`config.mk`:
```
export PLATFORM = sky130hd
export DESIGN_NAME = spi_slave_ram_port
export DESIGN_NICKNAME = d
export VERILOG_FILES = /design/src/logic/spi_port_pkg.sv /design/src/logic/spi_slave_ram_port.sv /design/src/logic/pin_sync.sv /design/src/logic/byte_shifter.sv
export SDC_FILE = /design/constraint.sdc
export NUM_CORES = 1
export LEC_CHECK = 0
export ABC_AREA = 1
export BUFFER_PORTS_ARGS = -buffer_cell sky130_fd_sc_hd__buf_2
export CAP_MARGIN = 20
export CORE_AREA = 2 2 162 85
export DETAILED_ROUTE_END_ITERATION = 10
export DIE_AREA = 0 0 164 87
export PLACE_DENSITY = 0.67
export SLEW_MARGIN = 40
export SYNTH_ARGS = -nofsm -noshare
export SYNTH_HDL_FRONTEND = slang
export SYNTH_SLANG_ARGS = --single-unit
```
`constraint.sdc`:
```
create_clock -name ref_clk_in -period 2.5 [get_ports ref_clk_in]
set_clock_uncertainty 0.05 [all_clocks]
set_input_delay 0.375 -clock ref_clk_in [delete_from_list [all_inputs] [get_ports ref_clk_in]]
set_output_delay 0.375 -clock ref_clk_in [all_outputs]
set_load 0.01 [all_outputs]
```
`src/logic/spi_port_pkg.sv`:
```
// Contract
// - While select is high the port stays reset, output floats, clock and data ignored.
// - Transaction starts on first rising clock after select falls, ends when select rises.
// - Order: optional 16-bit address, 8-bit command, status byte out, then data bytes.
// - In multi-byte transactions the command MSB gives the data direction.
// - Command MSB set reads from the address onward; clear writes from the address onward.
// - On deselect after multi-byte, copy command and interrupt unless command is 0x80 or 0x00.
// - A single-byte transaction always updates the command register and interrupts.
// - RAM address increments after every data byte.
// - Status byte sent in each data transaction, also readable by the processor.
// - Not-ready service or a partial final byte is flagged as error in next status.
// - Status: bit7 not-ready, bit6 read parity, bit5 write parity, bits4:2 byte count.
// - A byte takes at least eight clocks, so RAM accesses stay slow enough.
// - The 16-bit address reaches the whole external data RAM space only.
// - After reset the shared pins default to the serial port.
// - Clearing the enable bit disables the port and releases the shared pins.
// - Select, clock, data in and data out use four shared segment pins.
`default_nettype none
package spi_port_pkg;
	localparam logic [7:0] CMD_SFR_ADDR = 8'hFD;
	localparam logic [15:0] STAT_ADDR = 16'h2708;
	localparam logic [15:0] CFG_ADDR = 16'h270C;
	localparam int EN_BIT = 4;
	localparam logic EN_RESET = 1'b1;
	localparam int DIR_BIT = 7;
	localparam logic [7:0] CMD_RD_SILENT = 8'h80;
	localparam logic [7:0] CMD_WR_SILENT = 8'h00;
	localparam int ST_NRDY = 7;
	localparam int ST_RPAR = 6;
	localparam int ST_WPAR = 5;
	localparam int ST_CNT_HI = 4;
	localparam int ST_CNT_LO = 2;
	localparam logic [2:0] CNT_SHORT = 3'h7;
	localparam logic [7:0] STAT_RESET = 8'h00;
	localparam logic [7:0] CMD_RESET = 8'h00;
	localparam logic [7:0] BYTE_ZERO = 8'h00;
	localparam logic [2:0] LAST_BIT = 3'h7;
	localparam logic [2:0] TOT_ONE = 3'h1;
	localparam logic [2:0] TOT_MULTI = 3'h3;
	localparam logic [2:0] TOT_SAT = 3'h4;
	localparam logic [15:0] ADDR_STEP = 16'h0001;

	typedef enum logic [2:0] {
		PH_IDLE = 3'b000,
		PH_ADDR_LO = 3'b001,
		PH_CMD = 3'b011,
		PH_STAT = 3'b010,
		PH_DATA = 3'b110
	} phase_t;

	typedef struct packed {
		logic sfr;
		logic rd;
		logic wr;
		logic [15:0] addr;
		logic [7:0] wdata;
	} mpu_bus_t;

	typedef struct packed {
		logic req;
		logic we;
		logic [15:0] addr;
		logic [7:0] wdata;
	} ram_req_t;

	typedef struct packed {
		logic sel_n;
		logic sck;
		logic sdi;
	} pins_t;
endpackage
`default_nettype wire

```
`src/logic/spi_slave_ram_port.sv`:
```
`timescale 1ns/1ps
`default_nettype none
module spi_slave_ram_port (
	// Clock and reset
	input wire logic ref_clk_in,
	input wire logic nrst_in,
	// Shared pins, serial function
	input wire logic port_select_low_in,
	input wire logic serial_clock_in,
	input wire logic serial_in_pin_in,
	output logic serial_out_out,
	output logic serial_out_oe_n_out,
	output logic pins_to_port_out,
	// Processor bus
	input wire spi_port_pkg::mpu_bus_t mpu_in,
	output logic [7:0] mpu_rdata_out,
	output logic cmd_irq_out,
	// External data RAM master
	output spi_port_pkg::ram_req_t ram_out,
	input wire logic ram_ack_in,
	input wire logic [7:0] ram_rdata_in
);
	spi_port_pkg::pins_t pins_s;
	spi_port_pkg::phase_t phase_r;
	logic en_r;
	logic sck_d_r;
	logic sel_act_d_r;
	logic sel_act;
	logic rise;
	logic fall;
	logic end_evt;
	logic [7:0] rx_byte;
	logic done;
	logic [2:0] bit_cnt;
	logic sh_sdo;
	logic load;
	logic [7:0] load_byte;
	logic [7:0] first_byte_r;
	logic [7:0] cmd_cur_r;
	logic [7:0] cmd_r;
	logic [7:0] stat_r;
	logic [15:0] ptr_r;
	logic rd_dir_r;
	logic [2:0] tot_r;
	logic [2:0] data_cnt_r;
	logic wpar_r;
	logic rpar_r;
	logic nrdy_r;
	logic [7:0] rd_buf_r;
	logic buf_vld_r;
	logic issue;
	logic issue_we;
	logic [7:0] stat_nxt;

	pin_sync #(.W(3)) u_sync (
		.ref_clk_in(ref_clk_in),
		.nrst_in(nrst_in),
		.async_in({port_select_low_in, serial_clock_in, serial_in_pin_in}),
		.rst_val_in(3'h7),
		.sync_out(pins_s)
	);

	// Disabled port looks permanently deselected
	assign sel_act = en_r && !pins_s.sel_n;
	assign rise = sel_act && pins_s.sck && !sck_d_r;
	assign fall = sel_act && !pins_s.sck && sck_d_r;
	assign end_evt = sel_act_d_r && !sel_act;

	always_ff @(posedge ref_clk_in) begin
		if (!nrst_in) begin
			sck_d_r <= 1'b0;
			sel_act_d_r <= 1'b0;
		end else begin
			sck_d_r <= pins_s.sck;
			sel_act_d_r <= sel_act;
		end
	end

	always_comb begin
		load = 1'b0;
		load_byte = stat_r;
		if (done && phase_r == spi_port_pkg::PH_CMD) begin
			load = 1'b1;
		end else if (done && rd_dir_r && (phase_r == spi_port_pkg::PH_STAT || phase_r == spi_port_pkg::PH_DATA)) begin
			load = 1'b1;
			load_byte = rd_buf_r;
		end
	end

	byte_shifter u_shift (
		.ref_clk_in(ref_clk_in),
		.nrst_in(nrst_in),
		.clear_in(!sel_act),
		.rise_in(rise),
		.fall_in(fall),
		.sdi_in(pins_s.sdi),
		.load_in(load),
		.load_byte_in(load_byte),
		.rx_byte_out(rx_byte),
		.done_out(done),
		.bit_cnt_out(bit_cnt),
		.sdo_out(sh_sdo)
	);

	// Byte phase sequence
	always_ff @(posedge ref_clk_in) begin
		if (!nrst_in || !sel_act) begin
			phase_r <= spi_port_pkg::PH_IDLE;
		end else if (done) begin
			unique case (phase_r)
				spi_port_pkg::PH_IDLE: phase_r <= spi_port_pkg::PH_ADDR_LO;
				spi_port_pkg::PH_ADDR_LO: phase_r <= spi_port_pkg::PH_CMD;
				spi_port_pkg::PH_CMD: phase_r <= spi_port_pkg::PH_STAT;
				spi_port_pkg::PH_STAT: phase_r <= spi_port_pkg::PH_DATA;
				spi_port_pkg::PH_DATA: phase_r <= spi_port_pkg::PH_DATA;
				default: phase_r <= spi_port_pkg::PH_IDLE;
			endcase
		end
	end

	// Captured fields and counters of the running transaction
	always_ff @(posedge ref_clk_in) begin
		if (!nrst_in || !sel_act) begin
			first_byte_r <= spi_port_pkg::BYTE_ZERO;
			cmd_cur_r <= spi_port_pkg::BYTE_ZERO;
			rd_dir_r <= 1'b0;
			tot_r <= 3'h0;
			data_cnt_r <= 3'h0;
		end else if (done) begin
			if (tot_r != spi_port_pkg::TOT_SAT)
				tot_r <= tot_r + 3'h1;
			if (phase_r == spi_port_pkg::PH_IDLE)
				first_byte_r <= rx_byte;
			if (phase_r == spi_port_pkg::PH_CMD) begin
				cmd_cur_r <= rx_byte;
				rd_dir_r <= rx_byte[spi_port_pkg::DIR_BIT];
			end
			if (phase_r == spi_port_pkg::PH_DATA)
				data_cnt_r <= data_cnt_r + 3'h1;
		end
	end

	// RAM access: read prefetch from the command byte on, write after each data byte
	assign issue = done && ((phase_r == spi_port_pkg::PH_CMD && rx_byte[spi_port_pkg::DIR_BIT])
		|| (rd_dir_r && phase_r == spi_port_pkg::PH_STAT)
		|| (phase_r == spi_port_pkg::PH_DATA));
	assign issue_we = (phase_r == spi_port_pkg::PH_DATA) && !rd_dir_r;

	always_ff @(posedge ref_clk_in) begin
		if (!nrst_in) begin
			ptr_r <= 16'h0000;
		end else if (done && phase_r == spi_port_pkg::PH_ADDR_LO) begin
			ptr_r <= {first_byte_r, rx_byte};
		end else if (issue && !ram_out.req) begin
			ptr_r <= ptr_r + spi_port_pkg::ADDR_STEP;
		end
	end

	always_ff @(posedge ref_clk_in) begin
		if (!nrst_in) begin
			ram_out <= '0;
		end else if (issue && !ram_out.req) begin
			ram_out.req <= 1'b1;
			ram_out.we <= issue_we;
			ram_out.addr <= ptr_r;
			ram_out.wdata <= rx_byte;
		end else if (ram_ack_in) begin
			ram_out.req <= 1'b0;
		end
	end

	// A set on ack wins over the clear by a load in the same cycle
	always_ff @(posedge ref_clk_in) begin
		if (!nrst_in || !sel_act) begin
			rd_buf_r <= spi_port_pkg::BYTE_ZERO;
			buf_vld_r <= 1'b0;
		end else if (ram_ack_in && ram_out.req && !ram_out.we) begin
			rd_buf_r <= ram_rdata_in;
			buf_vld_r <= 1'b1;
		end else if (load && phase_r != spi_port_pkg::PH_CMD) begin
			buf_vld_r <= 1'b0;
		end
	end

	// Parity and not-ready accumulation; a busy RAM port drops the access
	always_ff @(posedge ref_clk_in) begin
		if (!nrst_in || !sel_act) begin
			wpar_r <= 1'b0;
			rpar_r <= 1'b0;
			nrdy_r <= 1'b0;
		end else begin
			if (done && (phase_r != spi_port_pkg::PH_STAT) && !(phase_r == spi_port_pkg::PH_DATA && rd_dir_r))
				wpar_r <= wpar_r ^ (^rx_byte);
			if (load && phase_r != spi_port_pkg::PH_CMD)
				rpar_r <= rpar_r ^ (^rd_buf_r);
			if ((issue && ram_out.req) || (load && phase_r != spi_port_pkg::PH_CMD && !buf_vld_r))
				nrdy_r <= 1'b1;
		end
	end

	always_comb begin
		stat_nxt = spi_port_pkg::BYTE_ZERO;
		stat_nxt[spi_port_pkg::ST_NRDY] = nrdy_r || (bit_cnt != 3'h0);
		stat_nxt[spi_port_pkg::ST_RPAR] = rpar_r;
		stat_nxt[spi_port_pkg::ST_WPAR] = wpar_r;
		stat_nxt[spi_port_pkg::ST_CNT_HI:spi_port_pkg::ST_CNT_LO] =
			(tot_r <= spi_port_pkg::TOT_MULTI) ? spi_port_pkg::CNT_SHORT : data_cnt_r;
	end

	// Status of the previous transaction, sampled at deselect
	always_ff @(posedge ref_clk_in) begin
		if (!nrst_in) begin
			stat_r <= spi_port_pkg::STAT_RESET;
		end else if (end_evt && (tot_r != 3'h0 || bit_cnt != 3'h0)) begin
			stat_r <= stat_nxt;
		end
	end

	// Command register is never cleared by deselect
	always_ff @(posedge ref_clk_in) begin
		if (!nrst_in) begin
			cmd_r <= spi_port_pkg::CMD_RESET;
			cmd_irq_out <= 1'b0;
		end else begin
			cmd_irq_out <= 1'b0;
			if (end_evt && tot_r == spi_port_pkg::TOT_ONE) begin
				cmd_r <= first_byte_r;
				cmd_irq_out <= 1'b1;
			end else if (end_evt && tot_r >= spi_port_pkg::TOT_MULTI
				&& cmd_cur_r != spi_port_pkg::CMD_RD_SILENT && cmd_cur_r != spi_port_pkg::CMD_WR_SILENT) begin
				cmd_r <= cmd_cur_r;
				cmd_irq_out <= 1'b1;
			end
		end
	end

	// Processor side: enable bit and read-back, one cycle read latency
	always_ff @(posedge ref_clk_in) begin
		if (!nrst_in) begin
			en_r <= spi_port_pkg::EN_RESET;
		end else if (mpu_in.wr && !mpu_in.sfr && mpu_in.addr == spi_port_pkg::CFG_ADDR) begin
			en_r <= mpu_in.wdata[spi_port_pkg::EN_BIT];
		end
	end

	always_ff @(posedge ref_clk_in) begin
		if (!nrst_in) begin
			mpu_rdata_out <= spi_port_pkg::BYTE_ZERO;
		end else if (mpu_in.rd) begin
			mpu_rdata_out <= spi_port_pkg::BYTE_ZERO;
			if (mpu_in.sfr && mpu_in.addr[7:0] == spi_port_pkg::CMD_SFR_ADDR)
				mpu_rdata_out <= cmd_r;
			else if (!mpu_in.sfr && mpu_in.addr == spi_port_pkg::STAT_ADDR)
				mpu_rdata_out <= stat_r;
			else if (!mpu_in.sfr && mpu_in.addr == spi_port_pkg::CFG_ADDR)
				mpu_rdata_out[spi_port_pkg::EN_BIT] <= en_r;
		end
	end

	// Pin drivers; driven only in the status byte and in read data
	always_ff @(posedge ref_clk_in) begin
		if (!nrst_in) begin
			serial_out_out <= 1'b0;
			serial_out_oe_n_out <= 1'b1;
			pins_to_port_out <= spi_port_pkg::EN_RESET;
		end else begin
			serial_out_out <= sh_sdo;
			serial_out_oe_n_out <= !(sel_act && (phase_r == spi_port_pkg::PH_STAT
				|| (phase_r == spi_port_pkg::PH_DATA && rd_dir_r)));
			pins_to_port_out <= en_r;
		end
	end
endmodule
`default_nettype wire

```
`src/logic/pin_sync.sv`:
```
`timescale 1ns/1ps
`default_nettype none
module pin_sync #(
	parameter int W = 3
) (
	// Clock and reset
	input wire logic ref_clk_in,
	input wire logic nrst_in,
	// Pins and synchronised copies
	input wire logic [W-1:0] async_in,
	input wire logic [W-1:0] rst_val_in,
	output logic [W-1:0] sync_out
);
	logic [W-1:0] meta_r;

	genvar i;
	generate
		for (i = 0; i < W; i++) begin : g_bit
			// Reset to the idle level is a constant per bit, fed from a tie-off
			always_ff @(posedge ref_clk_in) begin
				if (!nrst_in) begin
					meta_r[i] <= rst_val_in[i];
					sync_out[i] <= rst_val_in[i];
				end else begin
					meta_r[i] <= async_in[i];
					sync_out[i] <= meta_r[i];
				end
			end
		end
	endgenerate
endmodule
`default_nettype wire

```
`src/logic/byte_shifter.sv`:
```
`timescale 1ns/1ps
`default_nettype none
module byte_shifter (
	// Clock and reset
	input wire logic ref_clk_in,
	input wire logic nrst_in,
	// Serial side
	input wire logic clear_in,
	input wire logic rise_in,
	input wire logic fall_in,
	input wire logic sdi_in,
	// Byte side
	input wire logic load_in,
	input wire logic [7:0] load_byte_in,
	output logic [7:0] rx_byte_out,
	output logic done_out,
	output logic [2:0] bit_cnt_out,
	output logic sdo_out
);
	logic [7:0] rx_r;
	logic [7:0] tx_r;

	always_ff @(posedge ref_clk_in) begin
		if (!nrst_in || clear_in) begin
			rx_r <= spi_port_pkg::BYTE_ZERO;
			rx_byte_out <= spi_port_pkg::BYTE_ZERO;
			bit_cnt_out <= 3'h0;
			done_out <= 1'b0;
		end else begin
			done_out <= 1'b0;
			if (rise_in) begin
				rx_r <= {rx_r[6:0], sdi_in};
				bit_cnt_out <= bit_cnt_out + 3'h1;
				if (bit_cnt_out == spi_port_pkg::LAST_BIT) begin
					// Eight rising edges per byte: at most one RAM access per byte
					rx_byte_out <= {rx_r[6:0], sdi_in};
					done_out <= 1'b1;
				end
			end
		end
	end

	always_ff @(posedge ref_clk_in) begin
		if (!nrst_in || clear_in) begin
			tx_r <= spi_port_pkg::BYTE_ZERO;
			sdo_out <= 1'b0;
		end else if (load_in) begin
			tx_r <= load_byte_in;
			sdo_out <= load_byte_in[7];
		end else if (fall_in && bit_cnt_out != 3'h0) begin
			sdo_out <= tx_r[3'h7 - bit_cnt_out];
		end
	end
endmodule
`default_nettype wire

```
## Word level (Yosys, flattened, before mapping)

Index checks and enable logic that the tools add are counted.

- Register bits: 143
- Input port bits: 41
- Output and inout port bits: 38
- Word-level logic and storage cells: 161

- Add/sub/neg operators: 5
- $lt $le $gt $ge: 3
- Eq/ne operators: 13
- Mux-type cells: 26
- Bitwise logic cells: 3
- Reduce and logical (&&, ||, !) cells: 73

Operators with widths:

| cell | count |
|---|---|
| $mux 8 | 5 |
| $logic_and 1x1->1 | 35 |
| $eq 16x14->1 const B | 2 |
| $mux 16 | 2 |
| $add 16x1->16 const B | 1 |
| $reduce_xor 8->1 | 2 |
| $mux 1 | 14 |
| $logic_not 1->1 | 12 |
| $pmux 3 s4 | 1 |
| $reduce_and 2->1 | 5 |
| $reduce_bool 2->1 | 5 |
| $add 3x1->3 const B | 3 |
| $eq 8x8->1 const B | 1 |
| $logic_or 1x1->1 | 8 |
| $ne 8x8->1 const B | 1 |
| $reduce_bool 8->1 | 1 |
| $eq 3x1->1 const B | 2 |
| $eq 3x2->1 const B | 2 |
| $eq 3x3->1 const B | 2 |
| $mux 3 | 2 |
| $ne 3x2->1 const B | 2 |
| $reduce_bool 3->1 | 2 |
| $lt 3x4->1 const B | 1 |
| $mux 4 | 1 |
| other kinds (9) | 11 |

## Logic depth before layout (Yosys ltp)

- Depth after elaboration: 9
- Depth in mapped cells: 11
- Gate-level depth less buffers: 10

## By module

A second synthesis with hierarchy kept.

- Cells, all modules: 908
- Area total of the unflattened synthesis: 6462.4 um^2

Modules (own cells, without submodules):

| module | times used | cells each | area an instance (um^2) | sequential area each (um^2) |
|---|---|---|---|---|
| spi_slave_ram_port | 1 | 738 | 5143.7 | 2162.1 |
| byte_shifter | 1 | 148 | 1138.6 | 560.5 |
| pin_sync | 1 | 22 | 180.2 | 120.1 |

## Worst setup path before layout

No wires, ideal clock.

- Kind: reg-to-reg
- From: register ptr_r[0]
- To: register ptr_r[8]
- Library setup time: 0.132 ns
- Arrival: 1.280 ns
- Data required time: 2.318 ns
- Path slack: 1.038 ns
- Stages on the path, launching flop included: 8
- Path buffers: 0
- Clock period less this slack: 1.462 ns
- Cells stage by stage: dfxtp_1 ha_1 nand2_1 nor2_1 nand2_1 xor2_1 a21oi_1 a21oi_1

- Cells in the longest elaborated chain, start to end: 3

Ends and longest elaborated chain:

| item | line | source |
|---|---|---|
| from (decl) | spi_slave_ram_port.sv:42 | `logic [15:0] ptr_r;` |
| from (signal assigned) | spi_slave_ram_port.sv:153 | `ptr_r <= {first_byte_r, rx_byte};` |
| from (signal assigned) | spi_slave_ram_port.sv:155 | `ptr_r <= ptr_r + spi_port_pkg::ADDR_STEP;` |
| $add 16x1->16 | spi_slave_ram_port.sv:155 |  |
| $mux 16 | spi_slave_ram_port.sv:154 | `end else if (issue && !ram_out.req) begin` |
| $mux 16 | spi_slave_ram_port.sv:152 | `end else if (done && phase_r == spi_port_pkg::PH_ADDR_LO) begin` |

Every way passes these cells. The select of a mux whose other input is x is not followed.
A chain may end at the register's enable or synchronous reset.

## Worst setup path in the final report

- From: register en_r
- To: register u_shift.tx_r[4]

- Cells in the longest elaborated chain, start to end: 3

Ends and longest elaborated chain:

| item | line | source |
|---|---|---|
| from (decl) | spi_slave_ram_port.sv:25 | `logic en_r;` |
| from (signal assigned) | spi_slave_ram_port.sv:240 | `en_r <= spi_port_pkg::EN_RESET;` |
| from (signal assigned) | spi_slave_ram_port.sv:242 | `en_r <= mpu_in.wdata[spi_port_pkg::EN_BIT];` |
| $logic_and 1x1->1 | spi_slave_ram_port.sv:64 | `assign sel_act = en_r && !pins_s.sel_n;` |
| $logic_not 1->1 | spi_slave_ram_port.sv:93 | `.clear_in(!sel_act),` |
| $logic_or 1x1->1 | byte_shifter.sv:44 | `if (!nrst_in \|\| clear_in) begin` |
| to (signal assigned) | byte_shifter.sv:45 | `tx_r <= spi_port_pkg::BYTE_ZERO;` |
| to (signal assigned) | byte_shifter.sv:48 | `tx_r <= load_byte_in;` |
| to (decl) | byte_shifter.sv:21 | `logic [7:0] tx_r;` |

Every way passes these cells.

==> reports/summary.txt <==
clk sinks = 142
min-delay src = port_select_low_in
layout cells sized above 1 = 14.2%
routability cong. = 0.886
register area = 2840 um2
Async SR Flop Fraction = 0%
power density over the cells = 651 nW/um2
Avg WL per Cell = 14.3 um
Hold Path End = u_sync.meta_r[2]$_SDFF_PN1_
CP startpoint kind = flip-flop
Seq/Total Area, Yosys = 45.5%
Max stage delay on crit path = 0.43 ns
mean number of vias per cell = 5.10
first drt pass iteration count = 6
Max IR drop VDD = 0.371 mV
Largest delay share family, worst path = buffers and inverters
largest net degree at the start of global routing = 56
Die H = 87 um
critical path class = flip-flop to flip-flop
routed wire length = 16,100 um
gr usage total = 23.4%
die area = 14,300 um2
Inserted Clock Buffers = 17
diodes inserted = 0
most numerous cell in the Yosys netlist = nand2_1
Final setup viols = 0
Worst R2R End = u_shift.tx_r[4]$_SDFFE_PP0P_
htree depth = 4
Post-synth EDFFs = 0
max_cap viols = 0
met3 WL = 1490 um
min setup slack post-route = 0.613 ns
Post-Layout Cell Count = 1,125
CTS resizes = 0
M1 WL = 8970 um
TritonCTS clock tree = done
syn_area_per_cell = 7.19 um2
dpl cell area = 6790 um2
Vias = 5,733
Post-synth top cells = nand2_1, dfxtp_1, nor2_1, a21oi_1, o21ai_0
slowest stage cell, crit path = inv_1
area of the multi-input gates = 2950 um2
Rows = 30
Post-DRT Antenna Nets = 0
cell-by-cell trace of the critical path = inv_1 -> nor2_1 -> inv_1 -> nor2_2 -> inv_1 -> a31oi_1
depth of the most critical reg-to-reg path = 6
# fillers = 1,260
DRC = 0
synthesized area = 6250 um2
fin crit period = 1.89 ns
leakage = 3.05 nW
Crit Path Max Fanout = 24
nets@finish = 987
CTS root buffer = clkbuf_16
total grt overflow = 0
Buf+Inv Stages, Crit Path = 3
Ys Warns = 0
number of setup buffers added after CTS = 0
endpoints failing hold = 0
DP Worst Slack = 0.625 ns
Worst Tran Pin Value = 0.780 ns
# IOs = 79
Tightest Hold Check Type = input pin to flip-flop
Worst R2R Start = en_r$_SDFFE_PN1P_
Synth top area share = 45.5%
Required @ worst endpoint = 2.78 ns
cell accounting for the most synthesized area = dfxtp_1
CP dominant cell by count = inv_1
hold buffer count at cts = 0
uppermost layer routed = met4
fin crit share = 75.5%
top_reg_cell synth = dfxtp_1
post-placement cell count = 1,094
vias in the first global route = 4,885
cell area after layout = 7350 um2
clock buffer depth = 2
clock slew at reported path FFs = 0.06 ns
max_slew headroom = 47.9%
Final TNS setup = 0 ns
core area = 13,000 um2
r2r setup slk = 0.61 ns
chip width = 164 um
Cell variety after synth = 33
Mapped Cells = 870
Final Util = 56.4%
status = finished clean
global-route wire length before repair = 25,500 um
fmax = 530 MHz
Final Slew Violations = 0
Syn-to-layout area delta = 17.6%
clk_lat worst skew = 0.41 ns
hold path cells = 2
Mapped Nets = 920
dpl hpwl = 11,600 um
Crit. End Element = flip-flop
1st-iter DRT viols = 508
Initial Util = 48.0%
WL met2 = 5500 um
Port Buffers = 71
Yosys reg bits = 142
Synth area leaders = dfxtp_1, nand2_1, a21oi_1
RSZ-0062 raised after global routing = false
Critical Path AT = 2.16 ns
initial antenna violation count = 0
cell type report:
cell class / count / area share [%]
well taps: 176 / 3.00
inverters: 82 / 4.19
multi-input cells: 610 / 40.2
clock inverters: 9 / 1.19
clock buffers: 22 / 6.45
flip-flops and latches: 142 / 38.7
repair buffers: 84 / 6.33
per-stage QoR:
stage / total power, W / hold slack (ns)
2_1_floorplan: 0.00239 / 0.343
3_3_place_gp: 0.00244 / 0.344
3_5_place_dp: 0.00245 / 0.348
4_1_cts: 0.00482 / 0.0850
5_1_grt: 0.00494 / 0.0927
6_report: 0.00479 / 0.0952
flip-flops by register name (all words and copies together), names as in the netlist, 8 cells and up, named ones only:
register	flops
cmd_r	8
ptr_r	16
u_shift.rx_byte_out	8
u_shift.tx_r	8
first_byte_r	8
ram_out	26
rd_buf_r	8
cmd_cur_r	8
mpu_rdata_out	8
how the worst max path moves through the flow:
stage,start,end,slack [ns],cells after the start
floorplan,ptr_r[0]$_SDFFE_PN0P_,ptr_r[8]$_SDFFE_PN0P_,1.04,7
detailed placement,en_r$_SDFFE_PN1P_,u_shift.tx_r[4]$_SDFFE_PP0P_,0.62,6
CTS,en_r$_SDFFE_PN1P_,u_shift.tx_r[3]$_SDFFE_PP0P_,0.62,6
finish,en_r$_SDFFE_PN1P_,u_shift.tx_r[4]$_SDFFE_PP0P_,0.61,6
global placement,en_r$_SDFFE_PN1P_,u_shift.tx_r[2]$_SDFFE_PP0P_,0.68,6
global route,ptr_r[0]$_SDFFE_PN0P_,ptr_r[10]$_SDFFE_PN0P_,0.39,9
layout by cell type (no fill, tap or decap), drive strengths merged, types with 2 or more instances in the layout:
cell type and count:
clkinvlp 4, xnor2 12, clkbuf 22, a21oi 97, nor2 122, dfxtp 142, nand3b 10, xor2 14
ha 9, or2 7, inv 81, o21ai 94, nand4 10, nand2 184, clkinv 5, o211ai 2
a31oi 5, nor3 5, buf 84, nand3 34
report_power, final:
group	leakage [nW]	internal, W	switching, W
combinational	1.64	0.0000450	0.0000715
sequential	1.15	0.00228	0.00000509
clock	0.264	0.00144	0.000948
total	3.05	0.00376	0.00102
cell families (layout without fill, tap and decap cells):
family / count (synthesis) / count (layout) / synth area share (%)
AO/OA/AOI/OAI: 201 / 201 / 16.5
flip-flops: 142 / 142 / 45.5
XOR/XNOR: 26 / 26 / 3.64
buffers and inverters: 118 / 197 / 7.46
adder cells (fa/ha/maj): 9 / 9 / 1.80
AND/OR/NAND/NOR: 374 / 374 / 25.2
layer usage:
metal | track usage, % | vias to the layer above
li1 | - | 2964
met1 | 38.9 | 2561
met2 | 27.9 | 198
met3 | 6.62 | 10
met4 | 5.50 | 0
met5 | 0 | -
Note: power is estimated with default switching activity, not from simulation.
